## src/rtl/timer8_regs.svh

```systemverilog
// Register map, field positions, reset values and mode codes of the timer.
// Included by bare name; definitions only.
`ifndef TIMER8_REGS_SVH
`define TIMER8_REGS_SVH

// Byte offsets on the register bus
`define OFS_CTRL_A 8'h00
`define OFS_CTRL_B 8'h04
`define OFS_CMP_A 8'h08
`define OFS_CMP_B 8'h0C
`define OFS_COUNT 8'h10
`define OFS_STATUS 8'h14

// Field positions
`define CHAN_A_MODE_HI 7
`define CHAN_A_MODE_LO 6
`define CHAN_B_MODE_HI 5
`define CHAN_B_MODE_LO 4
`define MODE_LOW_HI 1
`define MODE_LOW_LO 0
`define MODE_HIGH_BIT 3
`define OVF_BIT 0

// Writable bits; all others read as zero
`define CTRL_A_WMASK 8'hF3
`define CTRL_B_WMASK 8'h08
`define REG_RESET 8'h00
`define BUS_ZERO 32'h00000000
`define PAD_ZERO 24'h000000

// Counter limits
`define CNT_MAX 8'hFF
`define CNT_BOTTOM 8'h00
`define CNT_STEP 8'h01

// Waveform mode codes
`define MODE_NORMAL 3'h0
`define MODE_PHASE_FF 3'h1
`define MODE_CLR_MATCH 3'h2
`define MODE_FAST_FF 3'h3
`define MODE_PHASE_CMP 3'h5
`define MODE_FAST_CMP 3'h7

`endif

```

## src/rtl/timer8_pkg.sv

```systemverilog
// Types shared by the timer modules.
// Assumes timer8_regs.svh for the mode codes.
`include "timer8_regs.svh"
package timer8_pkg;
  typedef enum logic [1:0] {WK_NORMAL, WK_FAST, WK_PHASE} wave_kind_t;

  // Counting family of a three-bit mode; reserved codes count as normal
  function automatic wave_kind_t wave_kind(input logic [2:0] mode);
    wave_kind_t k;
    k = WK_NORMAL;
    if (mode == `MODE_PHASE_FF || mode == `MODE_PHASE_CMP) begin
      k = WK_PHASE;
    end else if (mode == `MODE_FAST_FF || mode == `MODE_FAST_CMP) begin
      k = WK_FAST;
    end
    return k;
  endfunction

  // Modes whose top is compare A
  function automatic logic top_from_cmp_a(input logic [2:0] mode);
    return (mode == `MODE_CLR_MATCH) || (mode == `MODE_PHASE_CMP) || (mode == `MODE_FAST_CMP);
  endfunction
endpackage

```

## src/rtl/timer8_if.sv

```systemverilog
// Counter state shared between the counter and the two output channels.
// Mode is driven by the top module from its control registers.
`timescale 1ns/1ps
interface timer8_if;
  logic [2:0] mode; // Three-bit waveform mode
  logic [7:0] cnt; // Current count
  logic [7:0] top; // Active top value
  logic up; // Direction of the next step
  logic [7:0] cmp_a; // Active compare A
  logic [7:0] cmp_b; // Active compare B

  modport ctr (input mode, output cnt, output top, output up, output cmp_a, output cmp_b);
  modport chan (input mode, input cnt, input top, input up);
endinterface

```

## src/rtl/timer8_waveform_output_control.sv

```systemverilog
// Top of the eight-bit timer waveform unit: Avalon-MM register slave,
// counter, two compare output channels and the pin multiplexers.
// Assumes port data and direction come from logic on the same clock.
//
// Operation
// Nonzero channel A field puts wave A on its pin; driven only if direction out. Field 01 in modes 1 and 3 leaves the port on the pin.
// Nonzero channel B field puts wave B on its pin; driven only if direction out.
// Non-PWM channel A on match: 00 off, 01 toggle, 10 clear, 11 set.
// Non-PWM channel B on match: 00 off, 01 toggle, 10 clear, 11 set.
// Fast PWM A: 10 clear match/set bottom, 11 inverse, 01 toggles if high bit.
// Phase PWM A: 10 clear up/set down, 11 inverse, 01 toggles if high bit.
// Fast PWM B: 10 clear match/set bottom, 11 inverse, 01 reserved.
// Phase PWM B: 10 clear up/set down, 11 inverse, 01 reserved.
// Fast PWM, compare equals top, field high bit set: ignore match, keep bottom action.
// Phase PWM, compare equals top, field high bit set: ignore match, act at top.
// Control bits 3 and 2 are reserved and read zero.
// Mode is high bit from control B joined with two low bits here.
// Modes 0 and 2: top 0xFF or compare A, immediate load, overflow at max.
// Modes 1 and 5: phase PWM, top 0xFF or compare A, load top, overflow bottom.
// Modes 3 and 7: fast PWM, load at bottom, overflow at max or top.
// Software must not select the reserved modes 4 and 6.
// Max count is 0xFF and bottom is 0x00.
// Phase PWM counts up to top, holds it one cycle, then down.
// Channel B field 01 in PWM leaves the pin with normal port function.
`timescale 1ns/1ps
`include "timer8_regs.svh"
module timer8_waveform_output_control (
  input wire logic I_CLK_SYS, // System clock, 250 MHz
  input wire logic I_ARST_N, // Async reset, active low
  input wire logic [7:0] I_AVS_ADDRESS, // Byte address
  input wire logic I_AVS_READ, // Read request
  input wire logic I_AVS_WRITE, // Write request
  input wire logic [31:0] I_AVS_WRITEDATA, // Write data
  input wire logic [3:0] I_AVS_BYTEENABLE, // Byte lanes
  output logic [31:0] O_AVS_READDATA, // Read data, registered
  output logic O_AVS_WAITREQUEST, // Wait request
  input wire logic I_PORT_A_DATA, // Port level for pin A
  input wire logic I_PORT_A_DIR, // Pin A direction, 1 = out
  input wire logic I_PORT_B_DATA, // Port level for pin B
  input wire logic I_PORT_B_DIR, // Pin B direction, 1 = out
  output logic O_PIN_A, // Pin A level
  output logic O_PIN_A_OE_N, // Pin A enable, low drives
  output logic O_PIN_B, // Pin B level
  output logic O_PIN_B_OE_N, // Pin B enable, low drives
  output logic O_OVERFLOW_FLAG // Sticky overflow flag
);
  timer8_if tif ();

  logic ack_r, ack_nxt;
  logic [7:0] ctrl_a_r, ctrl_a_nxt, ctrl_b_r, ctrl_b_nxt;
  logic [7:0] cmp_a_sw_r, cmp_a_sw_nxt, cmp_b_sw_r, cmp_b_sw_nxt;
  logic ovf_r, ovf_nxt;
  logic [31:0] rdata_r, rdata_nxt;
  logic access, wr_take, rd_start, ovf_evt;
  logic [1:0] mode_a, mode_b;
  logic wave_a, wave_b, conn_a, conn_b;

  // One wait cycle per access: read data are latched in the first cycle
  // and stand when waitrequest drops, so no combinational read path exists.
  assign access = I_AVS_READ | I_AVS_WRITE;
  assign O_AVS_WAITREQUEST = access & ~ack_r;
  assign rd_start = I_AVS_READ & ~ack_r;
  assign wr_take = I_AVS_WRITE & ack_r & I_AVS_BYTEENABLE[0];
  assign O_AVS_READDATA = rdata_r;
  assign O_OVERFLOW_FLAG = ovf_r;

  // Field extraction and mode assembly
  assign mode_a = ctrl_a_r[`CHAN_A_MODE_HI:`CHAN_A_MODE_LO];
  assign mode_b = ctrl_a_r[`CHAN_B_MODE_HI:`CHAN_B_MODE_LO];
  assign tif.mode = {ctrl_b_r[`MODE_HIGH_BIT], ctrl_a_r[`MODE_LOW_HI:`MODE_LOW_LO]};

  // Bus decode, register writes and overflow flag
  always_comb begin
    ack_nxt = access & ~ack_r;
    ctrl_a_nxt = ctrl_a_r;
    ctrl_b_nxt = ctrl_b_r;
    cmp_a_sw_nxt = cmp_a_sw_r;
    cmp_b_sw_nxt = cmp_b_sw_r;
    ovf_nxt = ovf_r;
    rdata_nxt = rdata_r;
    if (rd_start) begin
      if (I_AVS_ADDRESS == `OFS_CTRL_A) begin
        rdata_nxt = {`PAD_ZERO, ctrl_a_r & `CTRL_A_WMASK}; // Reserved bits zero
      end else if (I_AVS_ADDRESS == `OFS_CTRL_B) begin
        rdata_nxt = {`PAD_ZERO, ctrl_b_r & `CTRL_B_WMASK};
      end else if (I_AVS_ADDRESS == `OFS_CMP_A) begin
        rdata_nxt = {`PAD_ZERO, cmp_a_sw_r};
      end else if (I_AVS_ADDRESS == `OFS_CMP_B) begin
        rdata_nxt = {`PAD_ZERO, cmp_b_sw_r};
      end else if (I_AVS_ADDRESS == `OFS_COUNT) begin
        rdata_nxt = {`PAD_ZERO, tif.cnt};
      end else if (I_AVS_ADDRESS == `OFS_STATUS) begin
        rdata_nxt = {`PAD_ZERO, 7'h00, ovf_r};
      end else begin
        rdata_nxt = `BUS_ZERO; // Unmapped reads zero
      end
    end
    if (wr_take) begin
      if (I_AVS_ADDRESS == `OFS_CTRL_A) begin
        ctrl_a_nxt = I_AVS_WRITEDATA[7:0] & `CTRL_A_WMASK;
      end else if (I_AVS_ADDRESS == `OFS_CTRL_B) begin
        ctrl_b_nxt = I_AVS_WRITEDATA[7:0] & `CTRL_B_WMASK;
      end else if (I_AVS_ADDRESS == `OFS_CMP_A) begin
        cmp_a_sw_nxt = I_AVS_WRITEDATA[7:0];
      end else if (I_AVS_ADDRESS == `OFS_CMP_B) begin
        cmp_b_sw_nxt = I_AVS_WRITEDATA[7:0];
      end else if (I_AVS_ADDRESS == `OFS_STATUS) begin
        if (I_AVS_WRITEDATA[`OVF_BIT]) begin
          ovf_nxt = 1'b0; // Write one to clear
        end
      end
    end
    // Set after clear so a same-cycle event is never lost
    if (ovf_evt) begin
      ovf_nxt = 1'b1;
    end
  end

  // Register bank
  always_ff @(posedge I_CLK_SYS or negedge I_ARST_N) begin
    if (!I_ARST_N) begin
      ack_r <= 1'b0;
      ctrl_a_r <= `REG_RESET;
      ctrl_b_r <= `REG_RESET;
      cmp_a_sw_r <= `REG_RESET;
      cmp_b_sw_r <= `REG_RESET;
      ovf_r <= 1'b0;
      rdata_r <= `BUS_ZERO;
    end else begin
      ack_r <= ack_nxt;
      ctrl_a_r <= ctrl_a_nxt;
      ctrl_b_r <= ctrl_b_nxt;
      cmp_a_sw_r <= cmp_a_sw_nxt;
      cmp_b_sw_r <= cmp_b_sw_nxt;
      ovf_r <= ovf_nxt;
      rdata_r <= rdata_nxt;
    end
  end

  // Counter with top select and compare buffers
  timer8_counter u_counter (
    .i_clk(I_CLK_SYS),
    .i_arst_n(I_ARST_N),
    .i_sw_cmp_a(cmp_a_sw_r),
    .i_sw_cmp_b(cmp_b_sw_r),
    .tif(tif.ctr),
    .o_ovf_evt(ovf_evt)
  );

  // Channel A may toggle in PWM when the mode high bit is set
  timer8_wave_chan #(
    .TOGGLE_IN_PWM(1'b1)
  ) u_chan_a (
    .i_clk(I_CLK_SYS),
    .i_arst_n(I_ARST_N),
    .i_cmp(tif.cmp_a),
    .i_out_mode(mode_a),
    .tif(tif.chan),
    .o_wave(wave_a),
    .o_connected(conn_a)
  );

  // Channel B treats 01 as reserved in PWM
  timer8_wave_chan #(
    .TOGGLE_IN_PWM(1'b0)
  ) u_chan_b (
    .i_clk(I_CLK_SYS),
    .i_arst_n(I_ARST_N),
    .i_cmp(tif.cmp_b),
    .i_out_mode(mode_b),
    .tif(tif.chan),
    .o_wave(wave_b),
    .o_connected(conn_b)
  );

  // Pin override; the direction bit alone gates the driver, so a
  // connected wave stays invisible while the pin is an input.
  assign O_PIN_A = conn_a ? wave_a : I_PORT_A_DATA;
  assign O_PIN_A_OE_N = ~I_PORT_A_DIR;
  assign O_PIN_B = conn_b ? wave_b : I_PORT_B_DATA;
  assign O_PIN_B_OE_N = ~I_PORT_B_DIR;

  pin_a_mux_a: assert property (@(posedge I_CLK_SYS) disable iff (!I_ARST_N)
    (O_PIN_A_OE_N == !I_PORT_A_DIR) &&
    ((mode_a != 2'b00 && tif.mode == `MODE_NORMAL) ? (O_PIN_A == wave_a) : 1'b1))
    else $error("pin A not fed from wave");
  pin_b_mux_a: assert property (@(posedge I_CLK_SYS) disable iff (!I_ARST_N)
    (mode_b != 2'b00 && tif.mode == `MODE_NORMAL) |->
    (O_PIN_B == wave_b && O_PIN_B_OE_N == !I_PORT_B_DIR)) else $error("pin B not fed from wave");
  rsvd_b_port_a: assert property (@(posedge I_CLK_SYS) disable iff (!I_ARST_N)
    (mode_b == 2'b01 && (tif.mode == `MODE_FAST_FF || tif.mode == `MODE_PHASE_CMP)) |->
    (O_PIN_B == I_PORT_B_DATA)) else $error("reserved B field took the pin");
  rsvd_read_a: assert property (@(posedge I_CLK_SYS) disable iff (!I_ARST_N)
    (I_AVS_READ && !O_AVS_WAITREQUEST && I_AVS_ADDRESS == `OFS_CTRL_A) |->
    (O_AVS_READDATA[3:2] == 2'b00)) else $error("reserved control bits read nonzero");
  ovf_sticky_a: assert property (@(posedge I_CLK_SYS) disable iff (!I_ARST_N)
    ovf_evt |=> ovf_r) else $error("overflow event lost");
  max_ovf_a: assert property (@(posedge I_CLK_SYS) disable iff (!I_ARST_N)
    (tif.mode == `MODE_NORMAL && tif.cnt == `CNT_MAX) |=> (ovf_r && tif.cnt == `CNT_BOTTOM))
    else $error("no overflow at max");
  wait_len_a: assert property (@(posedge I_CLK_SYS) disable iff (!I_ARST_N)
    (access && !ack_r) |-> O_AVS_WAITREQUEST ##1 (!O_AVS_WAITREQUEST || !access))
    else $error("access not answered in two cycles");

  fast_run_c: cover property (@(posedge I_CLK_SYS) disable iff (!I_ARST_N)
    tif.mode == `MODE_FAST_FF && mode_a == 2'b10 && tif.cnt == `CNT_MAX ##1 wave_a);
  phase_turn_c: cover property (@(posedge I_CLK_SYS) disable iff (!I_ARST_N)
    tif.mode == `MODE_PHASE_FF && tif.cnt == `CNT_MAX ##1 !tif.up);
  ovf_clear_c: cover property (@(posedge I_CLK_SYS) disable iff (!I_ARST_N)
    ovf_r ##1 !ovf_r);
endmodule

```

## src/rtl/timer8_counter.sv

```systemverilog
// Eight-bit counter with top selection, compare buffering and overflow event.
// Assumes a count step on every clock; no prescaler in front of it.
`timescale 1ns/1ps
`include "timer8_regs.svh"
module timer8_counter (
  input wire logic i_clk, // Timer clock
  input wire logic i_arst_n, // Async reset, active low
  input wire logic [7:0] i_sw_cmp_a, // Compare A as written
  input wire logic [7:0] i_sw_cmp_b, // Compare B as written
  timer8_if.ctr tif, // Shared counter state
  output logic o_ovf_evt // Overflow event, one cycle
);
  timer8_pkg::wave_kind_t kind;
  logic top_is_a, at_top, at_bottom;
  logic [7:0] cnt_r, cnt_nxt, cmp_a_r, cmp_a_nxt, cmp_b_r, cmp_b_nxt;
  logic up_r, up_nxt;

  // Decode of mode and limits
  assign kind = timer8_pkg::wave_kind(tif.mode);
  assign top_is_a = timer8_pkg::top_from_cmp_a(tif.mode);
  assign tif.top = top_is_a ? cmp_a_r : `CNT_MAX;
  assign at_top = (cnt_r == tif.top);
  assign at_bottom = (cnt_r == `CNT_BOTTOM);
  assign tif.cnt = cnt_r;
  assign tif.up = up_nxt;
  assign tif.cmp_a = cmp_a_r;
  assign tif.cmp_b = cmp_b_r;

  // Count sequence, buffer reload and overflow per family
  always_comb begin
    cnt_nxt = cnt_r;
    up_nxt = up_r;
    cmp_a_nxt = cmp_a_r;
    cmp_b_nxt = cmp_b_r;
    o_ovf_evt = 1'b0;
    case (kind)
      timer8_pkg::WK_PHASE: begin
        if (up_r) begin
          if (at_top) begin // Top held one cycle, then down
            up_nxt = 1'b0;
            cnt_nxt = at_bottom ? `CNT_BOTTOM : 8'(cnt_r - `CNT_STEP);
          end else begin
            cnt_nxt = 8'(cnt_r + `CNT_STEP);
          end
        end else if (at_bottom) begin
          up_nxt = 1'b1;
          cnt_nxt = at_top ? `CNT_BOTTOM : 8'(cnt_r + `CNT_STEP);
        end else begin
          cnt_nxt = 8'(cnt_r - `CNT_STEP);
        end
        if (at_top) begin // Reload at top
          cmp_a_nxt = i_sw_cmp_a;
          cmp_b_nxt = i_sw_cmp_b;
        end
        o_ovf_evt = at_bottom & ~up_r; // Overflow at bottom
      end
      timer8_pkg::WK_FAST: begin
        up_nxt = 1'b1;
        cnt_nxt = at_top ? `CNT_BOTTOM : 8'(cnt_r + `CNT_STEP);
        if (at_top) begin // Reload as count returns to bottom
          cmp_a_nxt = i_sw_cmp_a;
          cmp_b_nxt = i_sw_cmp_b;
        end
        o_ovf_evt = top_is_a ? at_top : (cnt_r == `CNT_MAX);
      end
      default: begin
        up_nxt = 1'b1;
        cnt_nxt = at_top ? `CNT_BOTTOM : 8'(cnt_r + `CNT_STEP);
        cmp_a_nxt = i_sw_cmp_a; // Immediate update
        cmp_b_nxt = i_sw_cmp_b;
        o_ovf_evt = (cnt_r == `CNT_MAX);
      end
    endcase
  end

  // State registers
  always_ff @(posedge i_clk or negedge i_arst_n) begin
    if (!i_arst_n) begin
      cnt_r <= `CNT_BOTTOM;
      up_r <= 1'b1;
      cmp_a_r <= `REG_RESET;
      cmp_b_r <= `REG_RESET;
    end else begin
      cnt_r <= cnt_nxt;
      up_r <= up_nxt;
      cmp_a_r <= cmp_a_nxt;
      cmp_b_r <= cmp_b_nxt;
    end
  end

  phase_turn_a: assert property (@(posedge i_clk) disable iff (!i_arst_n)
    (kind == timer8_pkg::WK_PHASE && up_r && at_top && !at_bottom) |=>
    (!up_r && cnt_r == 8'($past(cnt_r) - `CNT_STEP))) else $error("phase count did not turn");
  imm_load_a: assert property (@(posedge i_clk) disable iff (!i_arst_n)
    (kind == timer8_pkg::WK_NORMAL && $past(kind) == timer8_pkg::WK_NORMAL) |->
    (cmp_a_r == $past(i_sw_cmp_a))) else $error("compare A not loaded at once");
  fast_hold_a: assert property (@(posedge i_clk) disable iff (!i_arst_n)
    (kind == timer8_pkg::WK_FAST && !at_top) |=> (cmp_b_r == $past(cmp_b_r)))
    else $error("fast compare reloaded away from bottom");
  phase_ovf_a: assert property (@(posedge i_clk) disable iff (!i_arst_n)
    (kind == timer8_pkg::WK_PHASE) |-> (o_ovf_evt == (at_bottom && !up_r)))
    else $error("phase overflow not at bottom");
endmodule

```

## src/rtl/timer8_wave_chan.sv

```systemverilog
// One compare output channel: match, bottom and top actions on the wave.
// Assumes the counter state of timer8_counter on the same clock.
`timescale 1ns/1ps
`include "timer8_regs.svh"
module timer8_wave_chan #(
  parameter bit TOGGLE_IN_PWM = 1'b1 // Channel may toggle in PWM modes with the mode high bit set
) (
  input wire logic i_clk, // Timer clock
  input wire logic i_arst_n, // Async reset, active low
  input wire logic [7:0] i_cmp, // Active compare value
  input wire logic [1:0] i_out_mode, // Output-mode field
  timer8_if.chan tif, // Shared counter state
  output logic o_wave, // Waveform level, registered
  output logic o_connected // Wave owns the pin
);
  timer8_pkg::wave_kind_t kind;
  logic match, at_top, cmp_is_top, toggle_ok, wave_r, wave_nxt;

  assign kind = timer8_pkg::wave_kind(tif.mode);
  assign match = (tif.cnt == i_cmp);
  assign at_top = (tif.cnt == tif.top);
  assign cmp_is_top = (i_cmp == tif.top);
  assign toggle_ok = TOGGLE_IN_PWM && tif.mode[2];
  assign o_wave = wave_r;

  // Field 01 in PWM stays off the pin unless toggling is allowed
  assign o_connected = (i_out_mode != 2'b00) &&
    !(kind != timer8_pkg::WK_NORMAL && i_out_mode == 2'b01 && !toggle_ok);

  // Next wave level per counting family
  always_comb begin
    wave_nxt = wave_r;
    case (kind)
      timer8_pkg::WK_FAST: begin
        if (i_out_mode[1]) begin
          if (at_top) begin // Bottom action as count wraps
            wave_nxt = ~i_out_mode[0];
          end else if (match && !cmp_is_top) begin // Match at top ignored
            wave_nxt = i_out_mode[0];
          end
        end else if (i_out_mode[0] && toggle_ok && match) begin
          wave_nxt = ~wave_r;
        end
      end
      timer8_pkg::WK_PHASE: begin
        if (i_out_mode[1]) begin
          if (cmp_is_top) begin
            if (at_top) begin // Action done at top instead
              wave_nxt = ~i_out_mode[0];
            end
          end else if (match) begin // Up clears or sets, down inverse
            wave_nxt = tif.up ? i_out_mode[0] : ~i_out_mode[0];
          end
        end else if (i_out_mode[0] && toggle_ok && match) begin
          wave_nxt = ~wave_r;
        end
      end
      default: begin
        if (match) begin // Toggle, clear, set on match
          case (i_out_mode)
            2'b01: wave_nxt = ~wave_r;
            2'b10: wave_nxt = 1'b0;
            2'b11: wave_nxt = 1'b1;
            default: wave_nxt = wave_r;
          endcase
        end
      end
    endcase
  end

  // Wave register
  always_ff @(posedge i_clk or negedge i_arst_n) begin
    if (!i_arst_n) begin
      wave_r <= 1'b0;
    end else begin
      wave_r <= wave_nxt;
    end
  end

  fast_bottom_a: assert property (@(posedge i_clk) disable iff (!i_arst_n)
    (kind == timer8_pkg::WK_FAST && i_out_mode == 2'b10 && at_top) |=> o_wave)
    else $error("fast non-inverting not set at bottom");
  match_toggle_a: assert property (@(posedge i_clk) disable iff (!i_arst_n)
    (kind == timer8_pkg::WK_NORMAL && i_out_mode == 2'b01 && match) |=>
    (o_wave != $past(o_wave))) else $error("no toggle on match");
  top_ignore_a: assert property (@(posedge i_clk) disable iff (!i_arst_n)
    (kind == timer8_pkg::WK_FAST && i_out_mode[1] && cmp_is_top && at_top) |=>
    (o_wave == !$past(i_out_mode[0]))) else $error("match at top not ignored");
  phase_up_a: assert property (@(posedge i_clk) disable iff (!i_arst_n)
    (kind == timer8_pkg::WK_PHASE && i_out_mode == 2'b10 && match && !cmp_is_top) |=>
    (o_wave == !$past(tif.up))) else $error("phase match action wrong");
endmodule

```

## config.mk

```make
export PLATFORM = sky130hd
export DESIGN_NAME = timer8_waveform_output_control
export DESIGN_NICKNAME = d
export VERILOG_FILES = /design/src/rtl/timer8_pkg.sv /design/src/rtl/timer8_if.sv /design/src/rtl/timer8_waveform_output_control.sv /design/src/rtl/timer8_counter.sv /design/src/rtl/timer8_wave_chan.sv
export VERILOG_INCLUDE_DIRS = /design/src /design/src/rtl
export SDC_FILE = /design/constraint.sdc
export NUM_CORES = 1
export LEC_CHECK = 0
export ABC_AREA = 0
export BUFFER_PORTS_ARGS = -buffer_cell sky130_fd_sc_hd__buf_4
export CAP_MARGIN = 20
export CORE_ASPECT_RATIO = 0.5
export CORE_MARGIN = 2
export CORE_UTILIZATION = 46
export CTS_CLUSTER_DIAMETER = 50
export CTS_CLUSTER_SIZE = 24
export DETAILED_ROUTE_END_ITERATION = 8
export PLACE_DENSITY = 0.81
export SLEW_MARGIN = 25
export SYNTH_ARGS = -nofsm -noshare
export SYNTH_HDL_FRONTEND = slang
export SYNTH_SLANG_ARGS = --single-unit
```

## constraint.sdc

```tcl
create_clock -name I_CLK_SYS -period 4 [get_ports I_CLK_SYS]
set_input_delay 0.6 -clock I_CLK_SYS [delete_from_list [all_inputs] [get_ports I_CLK_SYS]]
set_output_delay 0.6 -clock I_CLK_SYS [all_outputs]
set_load 0.05 [all_outputs]
```

==> results by group, run 1 <==
Status
  • Status: finished clean

Layout
  • Layout Nets: 493
  • Most common cell after layout, fill and taps aside: dfrtp_1
  • Layout fillers: 704
  • Share of layout cells above drive strength 1: 0.232
  • Final core occ: 0.543
  • Synth-to-layout area growth: 12.9%
  • Most frequent cells in the layout: 59 x dfrtp_1, 39 x buf_4, 38 x nand2_1
  • Final Non-Filler Cells: 556
  • Diode count: 0
  • FF+latch area: 1500 sq um
  • Finished Cell Area: 4420 sq um
  • Multi-input combinational cell area: 2130 sq um

Power and ir drop
  • Tot Pwr: 1.84 mW
  • Total net switching power: 0.599 mW
  • Cell Int Power: 1.24 mW
  • Worst VDD drop: 237 uV
  • Comb pwr share: 0.162
  • Pwr dens: 415 nW/um^2
  • Sw frac: 0.326
  • Pleak: 1.94 nW
  • Seq pwr share: 0.416
  • Clock share of power: 0.422

Synthesis
  • Mapped Area: 3920 sq um
  • Post-synthesis mux area share: 0.129
  • Largest family of logic cells by synthesized area: compound AO/OA/AOI/OAI gates
  • Register area share after synthesis: 0.384
  • EDFF count, synth: 0
  • Post-Synth XOR/XNOR Area: 0.0403
  • Synth async-reset ratio: 1.00
  • Syn Area/Cell: 9.37 sq um
  • Yosys warning count: 0
  • Post-Synth Adder-Cell Area: 0.00639
  • Synth Instances: 418
  • Seq cells post-synth: 60
  • Post-Synth Simple-Gate Area: 0.149
  • Top FF cell, synth: dfrtp_1
  • Compound-Gate Fraction of Synth Area: 0.196
  • Synth unique cells: 64

Global route
  • GRT overflow: 0
  • Vias in the first global route: 3094
  • Initial antenna violation count: 0
  • All-Layer GR Usage: 0.207
  • Largest net degree at the start of global routing: 61
  • Global-route wire length before repair: 15.4 mm

Detailed routing
  • Total wire length: 9.34 mm
  • Via density: 5.99
  • Drt wl/cell: 16.8 um
  • Detailed Routing Iterations Pass 1: 5
  • Routed Antenna Nets: 0
  • Vias: 3330
  • DRC viols: 0
  • Initial drt markers: 342

STA
  • Worst slew margin: 0.447
  • Final Hold Fails: 0
  • Worst Tran Pin Value: 827 ps
  • Final worst slack: 809 ps
  • Hold Worst Slack: 341 ps
  • Setup TNS: 0 ps
  • Final cycle utilization of the critical path: 0.798
  • Final Critical Period: 3190 ps
  • RSZ-0062 raised after global routing: false
  • Final setup viols: 0
  • Layout Skew: 8.47 ps
  • Max Slew Vio Count: 0
  • Fmax: 313 MHz

CTS
  • Setup repair bufs after CTS: 0
  • Clk buf depth: 2
  • CTS Hold Bufs: 0
  • H-tree depth: 3
  • Clock slew at reported path FFs: 50 ps
  • Worst skew pair latency: 330 ps
  • CTS buffer count: 9
  • CTS tree: done
  • Clk sinks: 60
  • Clock root cell: clkbuf_16
  • Post-CTS resize count: 0

Critical path
  • WP buf/inv: 1
  • Setup CP Type: reg2reg
  • CP max stage delay: 590 ps
  • Most used cell, CP: mux2_2
  • Peak fanout along the critical path: 20
  • Required time worst endpoint: 4210 ps
  • Slowest cell on the critical path: dfrtp_1
  • Arrival time at the worst endpoint: 3400 ps
  • Worst reg2reg path depth: 7
  • Critical Path Source Type: flop
  • Worst path cell trace: and2_1, nor2_1, mux2_2, a211o_1, nand2_1, buf_4, mux2_2
  • RR Endpoint: u_counter.tif.cmp_b[6]
  • CP top delay family: simple AND/OR/NAND/NOR gates
  • Worst r2r src: ctrl_a_r[0]
  • FF-to-FF setup slack: 810 ps
  • CP endpoint kind: flop

Min path
  • HP Class: in2async

Run
  • Max Cap Violations: 0

Floorplanning
  • Die area: 9310 sq um
  • Die height: 69.2 um
  • Die width: 134 um
  • Rows: 23
  • Core ar.: 8140 sq um
  • # IOs: 90
  • Starting density of the core: 0.481

Place
  • Half-perimeter wire length after placement: 6.45 mm
  • Placement Cell Area: 4120 sq um
  • RD Place Congestion: 0.908
  • Placed Cells: 540
  • Port bufs: 38
  • Worst slack, placed: 894 ps
-- cells by family after synthesis --
kind of cell | count (synthesis)
AO/OA/AOI/OAI | 110
XOR/XNOR | 18
adder cells (fa/ha/maj) | 2
buffers and inverters | 66
flip-flops | 60
multiplexers | 46
other | 1
AND/OR/NAND/NOR | 115
-- layout make-up --
cell class	count	share of cell area
Clock buffer	9	0.0509
Clock inverter	7	0.0170
Inverter	14	0.0119
Multi-Input combinational cell	315	0.482
Sequential cell	60	0.340
Tap cell	112	0.0317
Timing Repair Buffer	39	0.0662
-- state kept, by name, summed over array words and instances, names as in the netlist, 6 cells and up --
signal	count
cmp_b_sw_r	8
cmp_a_sw_r	8
u_counter.tif.cnt	8
u_counter.tif.cmp_a	8
O_AVS_READDATA	8
u_counter.tif.cmp_b	8
ctrl_a_r	6
-- cells in the mapped netlist (all sizes together), types with 3 or more instances --
master	n	share of area
dfrtp	59	0.38
inv	14	0.013
a221oi	5	0.011
a32oi	4	0.0089
nand4	6	0.0096
nor3	6	0.0089
buf	36	0.065
clkbuf	16	0.015
a21oi	18	0.025
nor4	6	0.0096
a2111oi	5	0.011
o21ai	26	0.033
a31oi	6	0.0096
mux2	37	0.11
o211ai	5	0.0096
a22oi	6	0.012
or4	3	0.0067
a311oi	6	0.013
nand2	38	0.036
a211oi	6	0.013
nand2b	5	0.0080
xor2	14	0.031
xnor2	4	0.0089
nand3	12	0.017
a21o	3	0.0058
mux2i	9	0.023
o22a	3	0.0067
and2	4	0.0064
nor2	22	0.022
-- routing by layer --
layer  share of wire  vias up  track usage
met2            0.45      156        0.314
met4           0.018        0       0.0725
met5               0        -            0
met3           0.084       19       0.0512
met1            0.45     1624        0.288
li1                -     1531            -
-- how the worst max path moves through the flow --
stage                         startpoint                     end  depth (start not counted)
floorplan           u_counter.tif.cnt[0]         u_chan_a.o_wave                         10
global placement             ctrl_a_r[0]  u_counter.tif.cmp_b[5]                          7
detailed placement           ctrl_a_r[0]  u_counter.tif.cmp_b[0]                          7
CTS                          ctrl_a_r[0]  u_counter.tif.cmp_b[0]                          7
global route                 ctrl_a_r[0]  u_counter.tif.cmp_b[0]                          7
finish                       ctrl_a_r[0]  u_counter.tif.cmp_b[6]                          7
-- power groups by stage --
stage	registers [mW]	logic, mW	clock network (mW)
finish	0.764	0.297	0.774
CTS	0.757	0.294	0.786
floorplan	0.680	0.311	0
global route	0.770	0.324	0.816
detailed placement	0.768	0.293	0
global placement	0.767	0.287	0
Note: power is estimated with default switching activity, not from simulation.
==> inputs of run 2 (changes only) <==
Settings changed: ABC_AREA 0 to 1.
Clock period 4 ns to 3.2 ns, I/O delays scaled along.
==> run 2 against run 1 <==
  * Combinational power down 35%
  * Critical path depth is 7 higher
  * Maximum frequency is 30% higher
  * Utilization is 0.53 points higher
  * Clock skew down 1.1 ps
  * Via count grew 5.0%
  * Synthesized cell count is 21% higher
  * Setup slack worse by 60 ps
  * Sequential power up 2.9%
  * Highest routed layer unchanged
==> results by group, run 2 <==
Run
  • Max Cap Violations: 0 (unchanged)

Synthesis
  • Post-synth top area share: 0.387 (+0.00976)
  • Top cells by area, synth: dfrtp_1 39%, nand2_1 13%, o21ai_0 7.3%, inv_1 5.8%, buf_4 4.9%
  • Top FF cell, synth: dfrtp_1
  • Synth unique cells: 40 (-38%)
  • Synth Instances: 505 (+21%)
  • Mapped Area: 3820 sq um (-2.5%)
  • Synth top cells by count: 130 x nand2_1, 59 x dfrtp_1, 59 x inv_1, 56 x o21ai_0, 30 x nor2_1
  • Yosys warning count: 0 (unchanged)
  • Synth area leader: dfrtp_1
  • Synth async-reset ratio: 1.00 (unchanged)
  • Seq cells post-synth: 60 (unchanged)
  • Syn Area/Cell: 7.56 sq um (-19%)
  • EDFF count, synth: 0 (unchanged)
  • Most frequent cell after synthesis: nand2_1
  • Register area share after synthesis: 0.394 (+0.00994)

STA
  • Final Critical Period: 2450 ps (-740 ps)
  • Final setup viols: 0 (unchanged)
  • Max Slew Vio Count: 0 (unchanged)
  • RSZ-0062 raised after global routing: false
  • Worst slew margin: 0.498 (+0.0513)
  • Setup TNS: 0 ps (unchanged)
  • Layout Skew: 7.39 ps (-1.08 ps)
  • Final Hold Fails: 0 (unchanged)
  • Fmax: 408 MHz (+30%)
  • Final cycle utilization of the critical path: 0.766 (-0.0317)
  • Worst Tran Pin Value: 753 ps (-73.8 ps)

Power and ir drop
  • Pleak: 2.20 nW (+13%)
  • Pwr dens: 460 nW/um^2 (+11%)
  • Cell Int Power: 1.50 mW (+22%)
  • Worst VDD drop: 291 uV (+23%)
  • Total net switching power: 0.522 mW (-13%)
  • Comb pwr share: 0.095 (-0.067)
  • Clock share of power: 0.517 (+0.095)
  • Seq pwr share: 0.388 (-0.028)
  • Sw frac: 0.257 (-0.0686)

Global route
  • Largest net degree at the start of global routing: 61 (unchanged)
  • All-Layer GR Usage: 0.227 (+0.0204)
  • Initial antenna violation count: 0 (unchanged)
  • GRT overflow: 0 (unchanged)
  • Vias in the first global route: 3211 (+3.8%)
  • Global-route wire length before repair: 15.8 mm (+3.0%)

CTS
  • CTS buffer count: 9 (unchanged)
  • Clock slew at reported path FFs: 60 ps (about the same)
  • Clk sinks: 60 (unchanged)
  • Worst skew pair latency: 330 ps (about the same)
  • H-tree depth: 3 (unchanged)
  • Clock root cell: clkbuf_16
  • CTS Hold Bufs: 0 (unchanged)
  • Clk buf depth: 2 (unchanged)
  • Post-CTS resize count: 0 (unchanged)
  • Setup repair bufs after CTS: 0 (unchanged)
  • CTS tree: done

Critical path
  • Required time worst endpoint: 3410 ps (-800 ps)
  • WP buf/inv: 1 (unchanged)
  • CP endpoint kind: flop
  • Peak fanout along the critical path: 28 (+40%)
  • CP max stage delay: 370 ps (-220 ps)
  • CP top delay family: simple AND/OR/NAND/NOR gates
  • Worst path cell trace: inv_1, nand2_4, nand2_4, nand2_1, nand2_1, nand2_1, nor2_1, nand3_4, nand2_4, nand2_1, nand2_1, nand3_1, nor2_1, a21oi_1
  • Worst reg2reg path depth: 14 (+7)
  • Setup CP Type: reg2reg
  • Most used cell, CP: nand2_1
  • Arrival time at the worst endpoint: 2670 ps (-730 ps)
  • Slowest cell on the critical path: dfrtp_1
  • Worst path depth: 14 (+7)
  • Critical Path Source Type: flop

Layout
  • Most common cell after layout, fill and taps aside: nand2_1
  • Diode count: 0 (unchanged)
  • FF+latch area: 1500 sq um (unchanged)
  • Layout Nets: 594 (+20%)
  • Multi-input combinational cell area: 1920 sq um (-10%)
  • Most frequent cells in the layout: 130 x nand2_1, 59 x dfrtp_1, 59 x inv_1
  • Share of layout cells above drive strength 1: 0.145 (-0.0870)
  • Final core occ: 0.548 (+0.00529)
  • Layout fillers: 707 (+0.43%)
  • Synth-to-layout area growth: 15.3%

Detailed routing
  • DRC viols: 0 (unchanged)
  • Via density: 5.32 (-11%)
  • Vias: 3495 (+5.0%)
  • Drt wl/cell: 14.9 um (-11%)
  • Initial drt markers: 284 (-17%)
  • Detailed Routing Iterations Pass 1: 5 (unchanged)
  • Total wire length: 9.78 mm (+4.8%)
  • Routed Antenna Nets: 0 (unchanged)

Floorplanning
  • Die height: 68.4 um (-1.2%)
  • # IOs: 90 (unchanged)
  • Die width: 133 um (-1.2%)
  • Core ar.: 8030 sq um (-1.4%)
  • Starting density of the core: 0.475 (-0.00542)
  • Rows: 23 (unchanged)
  • Die area: 9090 sq um (-2.4%)

Place
  • Half-perimeter wire length after placement: 6.80 mm (+5.4%)
  • Port bufs: 38 (unchanged)
  • RD Place Congestion: 0.937 (+3.2%)

Min path
  • HP Class: in2async

Status
  • Status: finished clean
## run 2: cell types whose count changed after synthesis, moves of 11 or more
cell / delta
clkbuf_1: -11
inv_1: +45
mux2_2: -32
nand2_1: +92
nand3_1: +15
o21ai_0: +30
## run 2: power groups by stage
| stage | sequential, mW | combinational [mW] | clock [mW] |
|---|---|---|---|
| finish | 0.786 | 0.192 | 1.05 |
| global route | 0.787 | 0.210 | 1.10 |
| CTS | 0.785 | 0.192 | 1.06 |
| detailed placement | 0.798 | 0.191 | 0 |
| global placement | 0.798 | 0.189 | 0 |
| floorplan | 0.797 | 0.156 | 0 |
## run 2: cell families (layout without fill, tap and decap cells)
logic type | count (synthesis) | after routing | synth area share
adders and majority gates | 2 | 2 | 0.00655
DFF | 60 | 60 | 0.394
buffers and inverters | 98 | 115 | 0.127
xor gates and xnor gates | 25 | 25 | 0.0574
AOI/OAI and AO/OA | 91 | 91 | 0.137
other | 1 | 24 | 0.000982
muxes | 5 | 5 | 0.0147
and+or+nand+nor | 223 | 223 | 0.263
## run 2: area by class of cell
class	instances	area share
clock buffer	9	0.0512
tap	112	0.0318
timing repair buffer	39	0.0665
inverter	60	0.0512
clock inverter	7	0.0225
sequential	60	0.341
multi-input combinational	370	0.435
## run 2: per-stage QoR
step	setup WS (ps)	hold slack (ps)	power [mW]	instance area, sq um	cells
3_3_place_gp	872	459	0.987	4080	641
4_1_cts	792	237	2.04	4400	657
6_report	749	213	2.03	4400	657
2_1_floorplan	913	184	0.953	3900	528
3_5_place_dp	842	466	0.989	4080	641
5_1_grt	535	266	2.10	4400	657
## run 2: metal layers
layer | GRT usage | part of all wire | vias to the layer above
li1 | - | - | 1668
met1 | 0.297 | 0.45 | 1638
met2 | 0.370 | 0.45 | 168
met3 | 0.0607 | 0.079 | 21
met4 | 0.0833 | 0.018 | 0
met5 | 0 | 0 | -
## run 2: worst reg2reg max path, stage by stage, from the launching register on
cell and delay [ps]:
dfrtp_1 370, inv_1 230, nand2_4 120, nand2_4 180, nand2_1 70, nand2_1 60
nand2_1 40, nor2_1 250, nand3_4 250, nand2_4 310, nand2_1 80, nand2_1 90
nand3_1 90, nor2_1 120, a21oi_1 70
## run 2: final timing paths
kind	endpoint	slack, ps	from
worst max-delay path	u_chan_b.o_wave	750	ctrl_a_r[0]
worst min-delay path	cmp_b_sw_r[2]	210	I_ARST_N
worst max register to register	u_chan_b.o_wave	750	ctrl_a_r[0]
worst min register to register	ack_r	470	ack_r
max in group asynchronous	u_counter.tif.cnt[7]	2480	I_ARST_N
min in group I_CLK_SYS	ctrl_b_r[3]	410	I_AVS_WRITEDATA[3]
==> inputs of run 3 (changes only) <==
Settings changed: ABC_AREA 1 to 0.
Clock period 3.2 ns to 2.5 ns, I/O delays scaled along.
==> run 3 against run 2 <==
  * Largest power group unchanged
  * Count of clock-buffer cells in the layout unchanged
  * Total power up 46%
  * Highest routed layer unchanged
  * Setup slack worse by 760 ps
  * Hold slack worse by 93 ps
  * Sequential share of layout area down 2.4 points
  * Routed wire length up 3.8%
  * The flow now finishes with violations (setup timing)
  * Via count up 0.60%
  * Maximum frequency down 2.5%
  * Combinational power rose to 3.5 times the previous value
  * First-iteration DRC count up 16%
  * Sequential cell count unchanged
  * Register-to-register slack worse by 760 ps
==> results by group, run 3 (synthesis gave the netlist of run 1 again) <==
Layout
  • Diode count: 0 (unchanged)
  • Most frequent cells in the layout: 70 x buf_4, 56 x dfrtp_1, 38 x nand2_1
  • Most common cell after layout, fill and taps aside: buf_4
  • Final core occ: 0.583 (+0.0350)
  • Layout Nets: 526 (-11%)
  • Share of layout cells above drive strength 1: 0.312 (+0.167)
  • Synth-to-layout area growth: 21.3%

Critical path
  • Setup CP Type: reg2reg
  • Required time worst endpoint: 2710 ps (-700 ps)
  • Critical Path Source Type: flop
  • CP max stage delay: 520 ps (+150 ps)
  • CP endpoint kind: flop
  • Arrival time at the worst endpoint: 2720 ps (+50 ps)
  • Slowest cell on the critical path: or4_4
  • Worst path cell trace: inv_4, ha_4, or4b_4, or4_4, or4_1, o211ai_1, a31oi_1, a21oi_1, a31oi_1
  • Worst reg2reg path depth: 9 (-5)
  • Peak fanout along the critical path: 3 (-89%)
  • Most used cell, CP: a31oi_1

Power and ir drop
  • Tot Pwr: 2.96 mW (+46%)
  • Pleak: 2.12 nW (-3.4%)
  • Pwr dens: 622 nW/um^2 (+35%)
  • Worst VDD drop: 435 uV (+50%)

STA
  • Final Hold Fails: 0 (unchanged)
  • Fmax: 398 MHz (-2.5%)
  • Final setup viols: 1 (+1)
  • Hold Worst Slack: 119 ps (-93.2 ps)
  • Final Critical Period: 2510 ps (+63.4 ps)
  • Layout Skew: 6.37 ps (-1.02 ps)
  • Max Slew Vio Count: 0 (unchanged)
  • RSZ-0062 raised after global routing: true
  • Final cycle utilization of the critical path: 1.01 (+0.240)
  • Worst slew margin: 0.501 (+0.00287)
  • Final worst slack: -14.8 ps (-763 ps)
  • Worst Tran Pin Value: 749 ps (-4.30 ps)

Global route
  • Global-route wire length before repair: 16.4 mm (+3.9%)
  • Initial antenna violation count: 0 (unchanged)
  • All-Layer GR Usage: 0.222 (-0.00446)
  • Largest net degree at the start of global routing: 61 (unchanged)
  • GRT overflow: 0 (unchanged)
  • Vias in the first global route: 3322 (+3.5%)

Floorplanning
  • Die width: 134 um (+1.2%)
  • Die area: 9310 sq um (+2.5%)
  • Rows: 23 (unchanged)
  • # IOs: 90 (unchanged)
  • Starting density of the core: 0.481 (+0.00542)
  • Die height: 69.2 um (+1.2%)
  • Core ar.: 8140 sq um (+1.4%)

Detailed routing
  • Vias: 3516 (+0.60%)
  • DRC viols: 0 (unchanged)
  • Via density: 5.97 (+12%)
  • Total wire length: 10.2 mm (+3.8%)
  • Drt wl/cell: 17.2 um (+16%)
  • Initial drt markers: 329 (+16%)
  • Detailed Routing Iterations Pass 1: 7 (+2)
  • Routed Antenna Nets: 0 (unchanged)

Place
  • Worst slack, placed: -62.8 ps (-905 ps)
  • RD Place Congestion: 0.951 (+1.5%)
  • Port bufs: 38 (unchanged)
  • Half-perimeter wire length after placement: 6.98 mm (+2.7%)

CTS
  • Clk buf depth: 2 (unchanged)
  • Clk sinks: 60 (unchanged)
  • H-tree depth: 3 (unchanged)
  • Clock root cell: clkbuf_16
  • CTS tree: done
  • CTS Hold Bufs: 0 (unchanged)
  • Clock slew at reported path FFs: 60 ps (about the same)
  • Worst skew pair latency: 340 ps (about the same)
  • CTS buffer count: 9 (unchanged)

Status
  • Failing checks: setup timing
  • Status: complete, but fails checks

Min path
  • HP Class: in2async

Run
  • Max Cap Violations: 0 (unchanged)
-- run 3: changes by cell type in the layout (fill, tap and decap cells not counted), moves of 9 or more --
cell | previous run | this run
mux2_2 | 5 | 37
inv_1 | 59 | 12
nand2_1 | 130 | 38
mux2i_1 | 0 | 9
o21ai_0 | 56 | 26
buf_4 | 39 | 70
nand3_1 | 26 | 11
nor2_1 | 30 | 20
-- run 3: final cells by class --
cell class,count,area (sq um)
fill,667,3390
multi-input combinational,315,2210
sequential,60,1510
timing repair buffer,72,557
clock buffer,9,225
tap,112,140
clock inverter,7,58.8
inverter,14,55.1
-- run 3: what timing repair did --
item                       in CTS  in global routing
buffers inserted                2                  1
hold endpoints to repair        0                  0
pin swaps                       4                  6
gates resized for setup         3                 13
setup endpoints to repair       4                 21
-- run 3: path summary, 6_finish.rpt --
kind | from | endpoint | slack, ps
max | u_counter.tif.cnt[0] | u_chan_a.o_wave | -10
min in group I_CLK_SYS | I_AVS_WRITEDATA[2] | cmp_b_sw_r[2] | 280
max in group asynchronous | I_ARST_N | u_counter.tif.cmp_a[1] | 1860
min | I_ARST_N | u_counter.tif.cmp_b[2] | 120
min reg2reg | O_AVS_READDATA[0] | O_AVS_READDATA[0] | 480
max reg2reg | u_counter.tif.cnt[0] | u_chan_a.o_wave | -10
-- run 3: per-stage QoR --
stage | instance area, sq um | TNS, ps | cells
6_report | 4750 | -14.8 | 589
5_1_grt | 4750 | -711 | 589
4_1_cts | 4690 | -30.8 | 588
3_5_place_dp | 4380 | -79.7 | 570
3_3_place_gp | 4380 | -36.4 | 570
2_1_floorplan | 4030 | -249 | 441
-- run 3: per-layer routing --
layer | GRT usage | vias up | part of all wire
met5 | 0 | - | 0
met4 | 0.0830 | 0 | 0.021
met3 | 0.0599 | 27 | 0.088
met2 | 0.351 | 169 | 0.46
met1 | 0.295 | 1719 | 0.43
li1 | - | 1601 | -
-- run 3: power by group --
part	switching, mW	leakage (nW)	internal, mW	total (mW)
registers	0.0808	0.808	1.03	1.11
logic	0.429	1.18	0.236	0.665
clock network	0.500	0.133	0.682	1.18
total	1.01	2.12	1.95	2.96
-- run 3: critical path: cells and delay by family, from the launching register on --
| family | cells | cell delay (ps) |
|---|---|---|
| AOI/OAI and AO/OA | 4 | 400 |
| and+or+nand+nor | 3 | 1390 |
| buffers and inverters | 1 | 70 |
| DFF | 1 | 410 |
| adders and majority gates | 1 | 110 |
